`src/verilog/vpo_defines.svh`:
```
// register offsets, field positions, reset values and timing counts of the pixel output port
`ifndef VPO_DEFINES_SVH
`define VPO_DEFINES_SVH

`define VPO_OFS_FORMAT 8'h03
`define VPO_OFS_CHROMA 8'h27
`define VPO_OFS_CLKSRC 8'h8F
`define VPO_OFS_STATUS 8'hF0

`define VPO_FMT_MSB 5
`define VPO_FMT_LSB 2
`define VPO_SWAP_BIT 7
`define VPO_CLKSRC_MSB 6
`define VPO_CLKSRC_LSB 4

`define VPO_RST_FORMAT 8'h0C
`define VPO_RST_CHROMA 8'h00
`define VPO_RST_CLKSRC 8'h00

`define VPO_FMT_16BIT 4'h2
`define VPO_FMT_8BIT 4'h3
`define VPO_CLKSRC_FULL 3'h0
`define VPO_CLKSRC_HALF 3'h5

`define VPO_SYS_PERIOD_NS 10
`define VPO_LINK_IDLE_NS 2000
`define VPO_LINK_IDLE_CYC (`VPO_LINK_IDLE_NS / `VPO_SYS_PERIOD_NS)
`define VPO_IDLE_W 8

`endif

```
`src/verilog/vpo_pkg.sv`:
```
// types shared by the pixel output port
package vpo_pkg;
    // one slot of the 4:2:2 pair sequence, one per full-rate tick
    typedef enum logic [3:0] {
        VPO_PH_CB = 4'b0001,
        VPO_PH_Y0 = 4'b0010,
        VPO_PH_CR = 4'b0100,
        VPO_PH_Y1 = 4'b1000
    } vpo_phase_t;
endpackage : vpo_pkg

```
`src/verilog/vpo_top.sv`:
```
// pixel output port: 8/16-bit 4:2:2 formatter, chroma swap and clock pin select
`timescale 1ns/1ps
`include "vpo_defines.svh"
module vpo_top
    import vpo_pkg::*;
(
    input wire logic clk_sys, // 100 MHz system clock
    input wire logic srst, // synchronous reset, active high
    input wire logic [7:0] reg_addr, // register address
    input wire logic [7:0] reg_wdata, // register write data
    input wire logic reg_we, // write strobe
    input wire logic reg_re, // read strobe
    output logic [7:0] reg_rdata_q, // read data, valid the cycle after reg_re
    input wire logic llc_pin, // line-locked full-rate clock from the pin
    input wire logic pixel_clock_polarity, // clock polarity pin
    input wire logic [7:0] src_y0, // first luma of the next pair
    input wire logic [7:0] src_y1, // second luma of the next pair
    input wire logic [7:0] src_cb, // Cb of the next pair
    input wire logic [7:0] src_cr, // Cr of the next pair
    output logic src_take_q, // pulse: pair inputs were captured
    output logic [15:0] pix_q, // pixel data bus
    output logic pix_oe_hi_q, // drive enable for bits 15:8
    output logic pix_oe_lo_q, // drive enable for bits 7:0
    output logic main_pixel_clock_pin_q, // selected clock on the main pin
    output logic half_rate_pixel_clock_q // half-rate clock
);
    logic [7:0] fmt_reg_q; // output_format_control
    logic [7:0] chroma_reg_q; // chroma_order_control
    logic [7:0] clksrc_reg_q; // clock_pin_source_control
    logic llc_lvl; // filtered link clock level
    logic tick; // full-rate tick: link clock rose
    logic pol_lvl; // filtered polarity pin
    vpo_phase_t phase_q; // current slot
    logic tick_d_q; // tick delayed one cycle, output update moment
    logic llc_d_q; // link level aligned with tick_d_q
    logic mode16_q; // 16-bit mode latched per pair
    logic swap_q; // chroma swap latched per pair
    logic [7:0] y0_q, y1_q, cb_q, cr_q; // pair being sent
    logic half_n; // half-rate clock level for the current slot
    logic [`VPO_IDLE_W-1:0] idle_q; // cycles since the last tick
    logic [3:0] output_format_select; // format field
    logic [2:0] clock_pin_source_select; // clock source field

    assign output_format_select = fmt_reg_q[`VPO_FMT_MSB:`VPO_FMT_LSB];
    assign clock_pin_source_select = clksrc_reg_q[`VPO_CLKSRC_MSB:`VPO_CLKSRC_LSB];

    // high in slots where a word carrying luma begins
    function automatic logic luma_edge(input vpo_phase_t ph, input logic m16);
        if (m16) begin
            luma_edge = (ph == VPO_PH_CB) || (ph == VPO_PH_CR);
        end else begin
            luma_edge = (ph == VPO_PH_Y0) || (ph == VPO_PH_Y1);
        end
    endfunction : luma_edge

    // chroma for the first or second half of a pair, after swap
    function automatic logic [7:0] pick_chroma(input logic swp, input logic first,
                                               input logic [7:0] cb, input logic [7:0] cr);
        pick_chroma = (first ^ swp) ? cb : cr;
    endfunction : pick_chroma

    assign half_n = luma_edge(phase_q, mode16_q);

    vpo_sync3 u_llc_sync (
        .clk_sys(clk_sys),
        .srst(srst),
        .pin(llc_pin),
        .level_q(llc_lvl),
        .rise_q(tick),
        .fall_q()
    );

    vpo_sync3 u_pol_sync (
        .clk_sys(clk_sys),
        .srst(srst),
        .pin(pixel_clock_polarity),
        .level_q(pol_lvl),
        .rise_q(),
        .fall_q()
    );

    // register writes; reserved codes are stored as written
    always_ff @(posedge clk_sys) begin
        if (srst) begin
            fmt_reg_q <= `VPO_RST_FORMAT;
            chroma_reg_q <= `VPO_RST_CHROMA;
            clksrc_reg_q <= `VPO_RST_CLKSRC;
        end else if (reg_we) begin
            case (reg_addr)
                `VPO_OFS_FORMAT: fmt_reg_q <= reg_wdata;
                `VPO_OFS_CHROMA: chroma_reg_q <= reg_wdata;
                `VPO_OFS_CLKSRC: clksrc_reg_q <= reg_wdata;
                default: begin
                end
            endcase
        end
    end

    // register reads; unmapped addresses return zero
    always_ff @(posedge clk_sys) begin
        if (srst) begin
            reg_rdata_q <= 8'h00;
        end else if (reg_re) begin
            case (reg_addr)
                `VPO_OFS_FORMAT: reg_rdata_q <= fmt_reg_q;
                `VPO_OFS_CHROMA: reg_rdata_q <= chroma_reg_q;
                `VPO_OFS_CLKSRC: reg_rdata_q <= clksrc_reg_q;
                `VPO_OFS_STATUS: reg_rdata_q <= {2'h0, mode16_q, phase_q,
                                                 (idle_q < 8'(`VPO_LINK_IDLE_CYC))};
                default: reg_rdata_q <= 8'h00;
            endcase
        end else begin
            reg_rdata_q <= 8'h00;
        end
    end

    // link activity counter, saturating, for the status word
    always_ff @(posedge clk_sys) begin
        if (srst) begin
            idle_q <= 8'hFF;
        end else if (tick) begin
            idle_q <= 8'h00;
        end else if (idle_q != 8'hFF) begin
            idle_q <= idle_q + 8'h01;
        end
    end

    // slot sequencer, one step per full-rate tick
    always_ff @(posedge clk_sys) begin
        if (srst) begin
            phase_q <= VPO_PH_Y1;
        end else if (tick) begin
            case (phase_q)
                VPO_PH_CB: phase_q <= VPO_PH_Y0;
                VPO_PH_Y0: phase_q <= VPO_PH_CR;
                VPO_PH_CR: phase_q <= VPO_PH_Y1;
                VPO_PH_Y1: phase_q <= VPO_PH_CB;
                default: phase_q <= VPO_PH_Y1;
            endcase
        end
    end

    // capture a new pair and the mode at pair boundaries, so a mode or swap
    // change never tears a pair in half
    always_ff @(posedge clk_sys) begin
        if (srst) begin
            y0_q <= 8'h00;
            y1_q <= 8'h00;
            cb_q <= 8'h00;
            cr_q <= 8'h00;
            mode16_q <= 1'b0;
            swap_q <= 1'b0;
            src_take_q <= 1'b0;
        end else begin
            src_take_q <= tick && (phase_q == VPO_PH_Y1);
            if (tick && (phase_q == VPO_PH_Y1)) begin
                y0_q <= src_y0;
                y1_q <= src_y1;
                cb_q <= src_cb;
                cr_q <= src_cr;
                mode16_q <= (output_format_select == `VPO_FMT_16BIT);
                swap_q <= chroma_reg_q[`VPO_SWAP_BIT];
            end
        end
    end

    // alignment delay so data and clocks leave on the same edge
    always_ff @(posedge clk_sys) begin
        if (srst) begin
            tick_d_q <= 1'b0;
            llc_d_q <= 1'b0;
        end else begin
            tick_d_q <= tick;
            llc_d_q <= llc_lvl;
        end
    end

    // pixel bus; any code other than 16-bit runs as 8-bit
    always_ff @(posedge clk_sys) begin
        if (srst) begin
            pix_q <= 16'h0000;
            pix_oe_hi_q <= 1'b0;
            pix_oe_lo_q <= 1'b0;
        end else if (tick_d_q) begin
            pix_oe_hi_q <= 1'b1;
            pix_oe_lo_q <= mode16_q;
            if (mode16_q) begin
                // luma high, muxed chroma low
                case (phase_q)
                    VPO_PH_CB, VPO_PH_Y0: pix_q <= {y0_q, pick_chroma(swap_q, 1'b1, cb_q, cr_q)};
                    default: pix_q <= {y1_q, pick_chroma(swap_q, 1'b0, cb_q, cr_q)};
                endcase
            end else begin
                // interleaved samples on the high byte only
                case (phase_q)
                    VPO_PH_CB: pix_q <= {pick_chroma(swap_q, 1'b1, cb_q, cr_q), 8'h00};
                    VPO_PH_Y0: pix_q <= {y0_q, 8'h00};
                    VPO_PH_CR: pix_q <= {pick_chroma(swap_q, 1'b0, cb_q, cr_q), 8'h00};
                    default: pix_q <= {y1_q, 8'h00};
                endcase
            end
        end
    end

    // clocks; updated every cycle; the slot level moves only after a tick, the link and polarity levels at any edge
    always_ff @(posedge clk_sys) begin
        if (srst) begin
            half_rate_pixel_clock_q <= 1'b0;
            main_pixel_clock_pin_q <= 1'b0;
        end else begin
            half_rate_pixel_clock_q <= half_n ^ pol_lvl;
            if (clock_pin_source_select == `VPO_CLKSRC_HALF) begin
                main_pixel_clock_pin_q <= half_n ^ pol_lvl;
            end else begin
                main_pixel_clock_pin_q <= llc_d_q ^ pol_lvl;
            end
        end
    end
endmodule : vpo_top

```
`src/verilog/vpo_sync3.sv`:
```
// three-flop pin sampler with filtered level and edge pulses
`timescale 1ns/1ps
module vpo_sync3 (
    input wire logic clk_sys, // system clock
    input wire logic srst, // synchronous reset, active high
    input wire logic pin, // asynchronous pin level
    output logic level_q, // filtered level
    output logic rise_q, // one-cycle pulse as level_q goes high
    output logic fall_q // one-cycle pulse as level_q goes low
);
    logic s1_q; // first stage, read only by s2_q
    logic s2_q; // second stage
    logic s3_q; // third stage

    // plain shift chain; metastability settles in s1_q
    always_ff @(posedge clk_sys) begin
        if (srst) begin
            s1_q <= 1'b0;
            s2_q <= 1'b0;
            s3_q <= 1'b0;
        end else begin
            s1_q <= pin;
            s2_q <= s1_q;
            s3_q <= s2_q;
        end
    end

    // a change counts once stages two and three agree
    always_ff @(posedge clk_sys) begin
        if (srst) begin
            level_q <= 1'b0;
            rise_q <= 1'b0;
            fall_q <= 1'b0;
        end else begin
            rise_q <= (s2_q == s3_q) && s3_q && !level_q;
            fall_q <= (s2_q == s3_q) && !s3_q && level_q;
            if (s2_q == s3_q) begin
                level_q <= s3_q;
            end
        end
    end
endmodule : vpo_sync3

```
`config.mk`:
```
export PLATFORM = sky130hd
export DESIGN_NAME = vpo_top
export DESIGN_NICKNAME = d
export VERILOG_FILES = /design/src/verilog/vpo_pkg.sv /design/src/verilog/vpo_top.sv /design/src/verilog/vpo_sync3.sv
export VERILOG_INCLUDE_DIRS = /design/src /design/src/verilog
export SDC_FILE = /design/constraint.sdc
export NUM_CORES = 1
export LEC_CHECK = 0
export ABC_CLOCK_PERIOD_IN_PS = 1800
export BUFFER_PORTS_ARGS = -buffer_cell sky130_fd_sc_hd__buf_4
export CORE_MARGIN = 2
export CORE_UTILIZATION = 50
export DETAILED_ROUTE_END_ITERATION = 16
export GPL_ROUTABILITY_DRIVEN = 0
export GPL_TIMING_DRIVEN = 0
export PLACE_DENSITY = 0.76
export RECOVER_POWER = 50
export SLEW_MARGIN = 20
export SYNTH_ARGS = -nofsm -noshare
export SYNTH_HDL_FRONTEND = slang
export SYNTH_SLANG_ARGS = --single-unit
```
`constraint.sdc`:
```
create_clock -name clk_sys -period 1.8 [get_ports clk_sys]
set_input_delay 0.18 -clock clk_sys [delete_from_list [all_inputs] [get_ports clk_sys]]
set_output_delay 0.18 -clock clk_sys [all_outputs]
set_load 0.005 [all_outputs]
```
==> results.yml, run 1 <==
yosys:
  ys_top_cells_by_area: "dfxtp_1 45%, mux2i_1 10%, nand2_1 6.2%, a21oi_1 5.0%, nor2_1 4.0%"
  ys_seq_area_frac: 0.451
  ys_async_sr_fraction: 0
  synth.distinct_cells: 52
  synth_edf_count: 0
  synth-seq-cells: 110
  yosysTopAreaCell: "dfxtp_1"
  syn-num-nets: 611
  syn_area_sq_mm: 0.00488
  synth_top_area_frac: 0.451
  synth_ff_type: "dfxtp_1"
  ys.warnings.count: 0
  syn_inst: 555
  syn_avg_cell_area_sq_um: 8.80
setup_path:
  rrSetupSlack_ns: -0.04
  setup.worst_path.end_class: "flip-flop"
  required_ns: 2.04
  critical_path_arrival_ns: 2.08
  cp_max_fo: 7
  cp-start-kind: "flip-flop"
  startpoint: "phase_q[0]$_SDFFE_PP0P_"
  r2r_start: "phase_q[0]$_SDFFE_PP0P_"
  critPathKind: "reg -> reg"
timing:
  setup_viol: 5
  tightest_slew_ns: 0.936
  finalHoldViolCount: 0
  fin_crit_ns: 1.84
  finalCritPeriodShare: 1.02
  slew_viol_final: 0
  fmax_mhz: 544
  rsz0062_at_grt: "yes"
  slew_headroom: 0.371
  skew_ns: 0.00768
  worst_slack_ns: -0.0376
placed_design:
  hpwl_microns: 9300
  dp.cells: 770
  place_ws_ns: -0.346
  io_buffer_count: 82
  placed_cell_area_sq_mm: 0.00567
drt:
  vias_per_cell: 5.86
  drc: 0
  antenna_left: 0
  wire_per_inst_microns: 17.1
  num_vias: 4695
  drtIter0Drc: 446
  wl_microns: 13700
  dr.pass1.iters: 6
floorplanning:
  rows: 36
  die_w_microns: 103
  dieArea_sq_mm: 0.0106
  ios: 83
  die_h_microns: 103
  core_area_sq_mm: 0.00964
  start_util: 0.507
layout:
  post-route-util: 0.642
  drive_gt1_frac: 0.254
  fill_cells: 800
  diodes: 0
  area_growth_pct: 26.8
  final_nets: 719
  multi_input_area_sq_mm: 0.00260
  final_area_sq_mm: 0.00619
  register_area_sq_mm: 0.00221
  finish.cell_count_without_fillers: 801
power:
  p_leak_uw: 0.00234
  power.density_mw_per_mm2: 747
  switching_share: 0.278
  power.share.clock: 0.296
  comb_power_share: 0.142
  p_switching_uw: 1290
  pwr-share-seq: 0.562
  vdd_drop_max_mv: 0.490
  internal-power_uw: 3340
clocking:
  tritoncts: "done"
  cts_root_buffer: "clkbuf_8"
  cts_made_buffers: 9
  clockBufferDepth: 2
  htreeDepth: 3
  cts.reportedPaths.clkPinSlew_ns: 0.10
  insertion_delay_ns: 0.37
  cts_sinks: 110
  cts_hold_buf: 0
run_status:
  status: "finished, violations left"
  failed_checks: "negative setup slack"
global_route:
  track_usage: 0.248
  antenna_found_initial: 0
  grt_max_degree: 19
  grt_pass1_wl_microns: 20400
  grt.overflow.total: 0
  grt_pass1_vias: 4221
hold_path:
  worstHoldPathType: "in -> reg"
  hold_path.startpoint: "pixel_clock_polarity"
job:
  maxCapViolCount: 0
metal layers:
layer / GRT usage / vias up / share of wire
met4: 0.119 / 0 / 0.038
met5: 0 / - / 0
met3: 0.0359 / 67 / 0.081
met1: 0.328 / 2162 / 0.41
li1: - / 2201 / -
met2: 0.399 / 265 / 0.47
area by class of cell:
type | count | share of cell area
tap | 133 | 0.0269
sequential | 110 | 0.357
buffer | 35 | 0.0346
inverter | 13 | 0.00788
clock inverter | 6 | 0.00727
timing repair buffer | 100 | 0.125
multi-input combinational | 394 | 0.420
clock buffer | 10 | 0.0206
final timing paths:
kind	endpoint	cells after the start
worst min-delay path	u_pol_sync.s1_q$_SDFF_PP0_	2
worst max-delay path	pix_q[7]$_SDFFE_PP0P_	7
worst min register to register	u_llc_sync.rise_q$_SDFF_PP0_	1
worst max register to register	pix_q[7]$_SDFFE_PP0P_	7
critical path: stages, from the launching register on:
cell	delay, ns
dfxtp_4	0.39
xnor2_2	0.16
or3_1	0.33
buf_6	0.15
xnor2_4	0.17
buf_6	0.16
mux2i_4	0.24
o32ai_2	0.10
sequential cells by signal (all words and copies together), names as in the netlist, 4 cells and up:
register,cells
chroma_reg_q,8
y0_q,8
cr_q,8
idle_q,8
phase_q,4
fmt_reg_q,8
reg_rdata_q,8
y1_q,8
pix_q,16
cb_q,8
clksrc_reg_q,8
repair_timing:
action | CTS | global route
gates resized for setup | 29 | 38
endpoints found under the setup margin | 56 | 47
gates cloned | 0 | 1
pin swaps | 2 | 7
buffers inserted | 6 | 11
cell usage in the layout (no fill, tap or decap), types with 11 or more instances in the layout:
| cell type | n |
|---|---|
| a21oi_1 | 47 |
| buf_4 | 68 |
| clkbuf_1 | 21 |
| clkbuf_4 | 27 |
| dfxtp_1 | 105 |
| inv_1 | 13 |
| mux2i_1 | 47 |
| nand2_1 | 79 |
| nor2_1 | 49 |
| nor2b_1 | 11 |
| nor3_1 | 11 |
| o21ai_0 | 17 |
| o22ai_1 | 11 |
cells in the mapped netlist (all sizes together), types with 3 or more instances:
cell / number
nor4b: 3
nor3b: 4
o22ai: 13
a21oi: 49
xnor2: 5
a222oi: 6
a22oi: 3
or4: 3
o32ai: 9
inv: 13
nand2b: 6
and3: 5
mux2: 6
nor3: 13
a22o: 8
dfxtp: 110
buf: 9
nor2: 53
clkbuf: 29
o21a: 3
mux2i: 49
nor2b: 11
o21ai: 17
nand3: 8
nand2: 81
a221oi: 3
nand4: 3
a221o: 9
kinds of logic after synthesis:
family | Yosys count | synth area share
and+or+nand+nor | 199 | 0.190
xor gates and xnor gates | 7 | 0.0164
DFF | 110 | 0.451
buffers and inverters | 51 | 0.0451
adders and majority gates | 2 | 0.00512
AOI/OAI and AO/OA | 131 | 0.178
muxes | 55 | 0.114
per-stage QoR:
step	TNS (ns)	hold slack, ns	total power, uW
CTS	-0.0962	0.0105	4610
floorplan	0	0.305	3050
global placement	-11.85	0.391	3230
detailed placement	-14.99	0.405	3260
finish	-0.0764	0.0144	4620
global route	-1.24	0.0216	4830
power by group through the flow:
stage / Combinational (uW) / Sequential [uW] / Clock (uW)
floorplan: 412 / 2640 / 0
global placement: 582 / 2650 / 0
detailed placement: 609 / 2660 / 0
CTS: 624 / 2600 / 1390
global route: 726 / 2610 / 1490
finish: 656 / 2600 / 1370
No activity file was read; power rests on OpenSTA's default activity.
==> run 2, diff against run 1 <==
--- a/config.mk
+++ b/config.mk
@@ -6,7 +6,7 @@
 export SDC_FILE = /design/constraint.sdc
 export NUM_CORES = 1
 export LEC_CHECK = 0
-export ABC_CLOCK_PERIOD_IN_PS = 1800
+export ABC_CLOCK_PERIOD_IN_PS = 1550
 export BUFFER_PORTS_ARGS = -buffer_cell sky130_fd_sc_hd__buf_4
 export CORE_MARGIN = 2
 export CORE_UTILIZATION = 50
==> constraint.sdc (replaced) <==
create_clock -name clk_sys -period 1.55 [get_ports clk_sys]
set_input_delay 0.155 -clock clk_sys [delete_from_list [all_inputs] [get_ports clk_sys]]
set_output_delay 0.155 -clock clk_sys [all_outputs]
set_load 0.005 [all_outputs]
==> run 2 against run 1 <==
The flow still finishes with violations (negative setup slack). Clock skew increased by 0.0073 ns. Worst setup slack worse by 0.24 ns. Routed wire length is 18% higher. Sequential power up 17%. Sequential share of layout area fell by 3.6 points. First-iteration DRC count shrank 13%. Core utilization up 7.6 points. Via count rose by 4.5%. Cell area is 12% higher. Flip-flop and latch count is the same. Clock-buffer cell count decreased by 1. Critical path depth unchanged. Critical path type unchanged. Critical endpoint is now pix_q[5]$_SDFFE_PP0P_.
==> results.yml, run 2 (synthesis results as in run 1) <==
timing:
  setup_viol: 56
  finalHoldViolCount: 0
  rsz0062_at_grt: "yes"
  slew_viol_final: 0
  fmax_mhz: 546
  tightest_slew_ns: 0.750
  worst_slack_ns: -0.282
  slew_headroom: 0.500
  fin_tns_setup_ns: -7.38
  fin_crit_ns: 1.83
  finalCritPeriodShare: 1.18
  skew_ns: 0.0150
drt:
  wl_microns: 16100
  drtIter0Drc: 388
  drc: 0
  antenna_left: 0
  vias_per_cell: 5.95
  num_vias: 4907
  dr.pass1.iters: 5
  wire_per_inst_microns: 19.5
layout:
  final_common_cell: "dfxtp_1"
  largest_reg_flops: 16
  post-route-util: 0.718
  final_nets: 744
  diodes: 0
  final_cell_mix: "103 x dfxtp_1, 77 x buf_4, 48 x mux2i_1"
  drive_gt1_frac: 0.390
  area_growth_pct: 41.7
  regMostFlops: "pix_q"
global_route:
  grt_max_degree: 19
  track_usage: 0.284
  grt_pass1_wl_microns: 23100
  grt.overflow.total: 0
  antenna_found_initial: 0
  grt_pass1_vias: 4642
floorplanning:
  start_util: 0.507
  die_h_microns: 103
  die_w_microns: 103
  rows: 36
  ios: 83
  core_area_sq_mm: 0.00964
  dieArea_sq_mm: 0.0106
clocking:
  cts_root_buffer: "clkbuf_8"
  cts_sinks: 110
  insertion_delay_ns: 0.39
  tritoncts: "done"
  clockBufferDepth: 2
  cts_made_buffers: 9
  cts.reportedPaths.clkPinSlew_ns: 0.11
  htreeDepth: 3
setup_path:
  cp_max_fo: 5
  reg2reg_to: "pix_q[5]$_SDFFE_PP0P_"
  critPathKind: "reg -> reg"
  cp-start-kind: "flip-flop"
  critical_path_arrival_ns: 2.09
  rrSetupSlack_ns: -0.28
  required_ns: 1.81
  rr_worst_depth: 7
  r2r_start: "phase_q[0]$_SDFFE_PP0P_"
  setup.worst_path.end_class: "flip-flop"
hold_path:
  min_to: "fmt_reg_q[2]$_SDFFE_PP1P_"
  hold_path.startpoint: "reg_wdata[2]"
  worstHoldPathType: "in -> reg"
  hold_depth: 3
run_status:
  status: "finished, violations left"
  failed_checks: "negative setup slack"
job:
  maxCapViolCount: 0
power:
  power.density_mw_per_mm2: 828
  vdd_drop_max_mv: 0.486
  p_leak_uw: 0.00259
placed_design:
  io_buffer_count: 82
  hpwl_microns: 9450
-- run 2: worst max path at each step --
stage	depth (start not counted)	startpoint	to
final	7	phase_q[0]$_SDFFE_PP0P_	pix_q[5]$_SDFFE_PP0P_
after CTS	7	phase_q[0]$_SDFFE_PP0P_	pix_q[4]$_SDFFE_PP0P_
after detailed placement	6	phase_q[3]$_SDFFE_PP1P_	cr_q[7]$_SDFFE_PP0P_
after global routing	7	phase_q[0]$_SDFFE_PP0P_	pix_q[5]$_SDFFE_PP0P_
after global placement	6	phase_q[3]$_SDFFE_PP1P_	cr_q[0]$_SDFFE_PP0P_
after floorplan	7	phase_q[0]$_SDFFE_PP0P_	pix_q[7]$_SDFFE_PP0P_
-- run 2: routing by layer --
layer	up-vias	GRT usage	routed length, microns
met5	-	0	0
met3	75	0.0502	1290
met4	0	0.184	904
met2	282	0.458	7630
li1	2249	-	-
met1	2301	0.350	6280
-- run 2: critical path: stages (launching register included) --
cell	delay (ns)
dfxtp_4	0.40
xnor2_4	0.13
or3_1	0.32
buf_6	0.14
xnor2_4	0.22
buf_6	0.15
mux2i_1	0.24
o32ai_1	0.10
-- run 2: layout make-up --
cell class,instances,area [sq um]
inverter,13,48.8
multi-input combinational,394,2950
timing repair buffer,126,1060
clock inverter,6,47.5
sequential,110,2220
fill,695,2720
tap,133,166
buffer,34,302
clock buffer,9,124
-- run 2: power by group --
part / switching [uW] / internal, uW / total [uW]
registers: 107 / 2930 / 3040
logic: 539 / 525 / 1060
clock network: 1040 / 592 / 1630
total: 1680 / 4050 / 5730
-- run 2: what timing repair did --
action                                 4_1_cts  5_1_grt
pin swaps                                   71       25
resized for setup                          143       45
endpoints found under the hold margin        2        1
gates cloned                                 3        2
setup endpoints to repair                   81       60
hold buffers                                 2        1
buffers inserted                            25       11
-- run 2: per-stage QoR --
step | std cells | setup slack (ns) | power (uW) | hold WS, ns | cell area [sq um]
after floorplan | 555 | -0.168 | 3550 | 0.280 | 4910
after global placement | 770 | -0.569 | 3770 | 0.364 | 5690
after detailed placement | 770 | -0.602 | 3820 | 0.375 | 5690
after CTS | 812 | -0.274 | 5470 | 0.00971 | 6650
after global routing | 825 | -0.343 | 5960 | 0.0106 | 6920
final | 825 | -0.282 | 5730 | 0.0107 | 6920
==> run 3, diff against run 2 <==
--- a/config.mk
+++ b/config.mk
@@ -9,11 +9,12 @@
 export ABC_CLOCK_PERIOD_IN_PS = 1550
 export BUFFER_PORTS_ARGS = -buffer_cell sky130_fd_sc_hd__buf_4
 export CORE_MARGIN = 2
-export CORE_UTILIZATION = 50
+export CORE_UTILIZATION = 52
+export CTS_BUF_LIST = sky130_fd_sc_hd__clkbuf_4
 export DETAILED_ROUTE_END_ITERATION = 16
 export GPL_ROUTABILITY_DRIVEN = 0
 export GPL_TIMING_DRIVEN = 0
-export PLACE_DENSITY = 0.76
+export PLACE_DENSITY = 0.79
 export RECOVER_POWER = 50
 export SLEW_MARGIN = 20
 export SYNTH_ARGS = -nofsm -noshare
==> run 3 against run 2 <==
The run still ends with negative setup slack left. Cell area grew 4.9%. Clock skew grew 0.0066 ns. Combinational power grew 6%. Final cell count grew 1.7%. Register-to-register slack is essentially flat. Critical path type unchanged. Highest routed layer unchanged.
==> results.yml, run 3 (synthesis results as in run 1) <==
setup_path:
  critical_path_arrival_ns: 2.19
  cp-start-kind: "flip-flop"
  rr_worst_depth: 6
  cp_max_fo: 10
  setup.worst_path.end_class: "flip-flop"
  critPathKind: "reg -> reg"
  required_ns: 1.90
power:
  power.density_mw_per_mm2: 796
  comb_power_share: 0.194
  finalPower_uw: 5780
  power.share.clock: 0.280
  p_leak_uw: 0.00273
  internal-power_uw: 4170
  p_switching_uw: 1610
  pwr-share-seq: 0.526
  vdd_drop_max_mv: 0.535
  switching_share: 0.278
global_route:
  grt_max_degree: 19
  grt_pass1_vias: 4886
  track_usage: 0.299
  grt.overflow.total: 0
  grt_pass1_wl_microns: 24000
  antenna_found_initial: 0
layout:
  largest_reg_flops: 16
  final_nets: 779
  regMostFlops: "pix_q"
  diodes: 0
  final_area_sq_mm: 0.00726
  final_cell_mix: "103 x dfxtp_1, 82 x buf_4, 48 x nor2_1"
  final_common_cell: "dfxtp_1"
  drive_gt1_frac: 0.371
  area_growth_pct: 48.6
clocking:
  cts.reportedPaths.clkPinSlew_ns: 0.17
  cts_made_buffers: 9
  cts_root_buffer: "clkbuf_4"
  insertion_delay_ns: 0.47
  tritoncts: "done"
  htreeDepth: 3
  cts_sinks: 110
  clockBufferDepth: 2
drt:
  wire_per_inst_microns: 20.3
  num_vias: 5275
  vias_per_cell: 6.29
  drtIter0Drc: 392
  antenna_left: 0
  dr.pass1.iters: 12
  drc: 0
  wl_microns: 17000
floorplanning:
  die_w_microns: 101
  rows: 35
  die_h_microns: 101
  dieArea_sq_mm: 0.0102
  core_area_sq_mm: 0.00920
  start_util: 0.531
  ios: 83
timing:
  skew_ns: 0.0216
  slew_headroom: 0.405
  slew_viol_final: 0
  fin_crit_ns: 1.84
  setup_viol: 56
  worst_slack_ns: -0.291
  rsz0062_at_grt: "yes"
  fmax_mhz: 543
  finalCritPeriodShare: 1.19
  finalHoldViolCount: 0
  tightest_slew_ns: 0.886
placed_design:
  placed_cell_area_sq_mm: 0.00566
  hpwl_microns: 9390
  io_buffer_count: 82
hold_path:
  hold_depth: 4
  worstHoldPathType: "in -> reg"
job:
  maxCapViolCount: 0
run_status:
  status: "finished, violations left"
  failed_checks: "negative setup slack"
## run 3: path summary, 6_finish.rpt
check	to	from	slack, ns
min reg2reg	u_llc_sync.s2_q$_SDFF_PP0_	u_llc_sync.s1_q$_SDFF_PP0_	0.46
min	reg_rdata_q[6]$_SDFF_PP0_	reg_addr[0]	0.09
max	pix_q[12]$_SDFFE_PP0P_	swap_q$_SDFFE_PP0P_	-0.29
max reg2reg	pix_q[12]$_SDFFE_PP0P_	swap_q$_SDFFE_PP0P_	-0.29
## run 3: per-layer routing
metal | part of all wire | global-route usage
met3 | 0.090 | 0.0728
met5 | 0 | 0
met2 | 0.47 | 0.505
met4 | 0.061 | 0.141
met1 | 0.38 | 0.358
## run 3: final cells by class
cell class | count | area (sq um)
sequential | 110 | 2220
timing repair buffer | 164 | 1420
clock inverter | 7 | 93.8
buffer | 31 | 244
clock buffer | 9 | 67.6
tap | 111 | 139
fill | 526 | 1940
inverter | 13 | 52.6
multi-input combinational | 394 | 3020
## run 3: timing repair
action                                  in CTS  in global routing
pin swaps                                   70                 26
endpoints found under the setup margin      63                 71
setup buffers                               22                 12
gates cloned                                 3                  1
gates resized for setup                    131                 71
hold buffers                                44                  0
endpoints found under the hold margin       61                  0
## run 3: power by group through the flow
| stage | combinational (uW) | sequential [uW] | clock [uW] |
|---|---|---|---|
| after floorplan | 491 | 3060 | 0 |
| after global placement | 683 | 3080 | 0 |
| after CTS | 940 | 3030 | 1620 |
| final | 1120 | 3040 | 1620 |
| after detailed placement | 730 | 3090 | 0 |
| after global routing | 1230 | 3060 | 1730 |
## run 3: critical path: stages (launching register included)
cell and delay (ns):
dfxtp_1 0.34, buf_2 0.25, buf_2 0.35, mux2i_1 0.27, o22ai_1 0.18, a21oi_1 0.27, nor3_1 0.07
## run 3: stage by stage
step / hold slack, ns / worst slack [ns] / cells / setup TNS, ns / utilization
after floorplan: 0.280 / -0.168 / 555 / -3.61 / -
after global placement: 0.368 / -0.618 / 748 / -31.17 / 0.616
after detailed placement: 0.370 / -0.712 / 748 / -35.63 / 0.616
after CTS: 0.0765 / -0.271 / 829 / -10.28 / 0.756
after global routing: 0.102 / -0.368 / 839 / -12.70 / 0.789
final: 0.0928 / -0.291 / 839 / -10.18 / 0.789
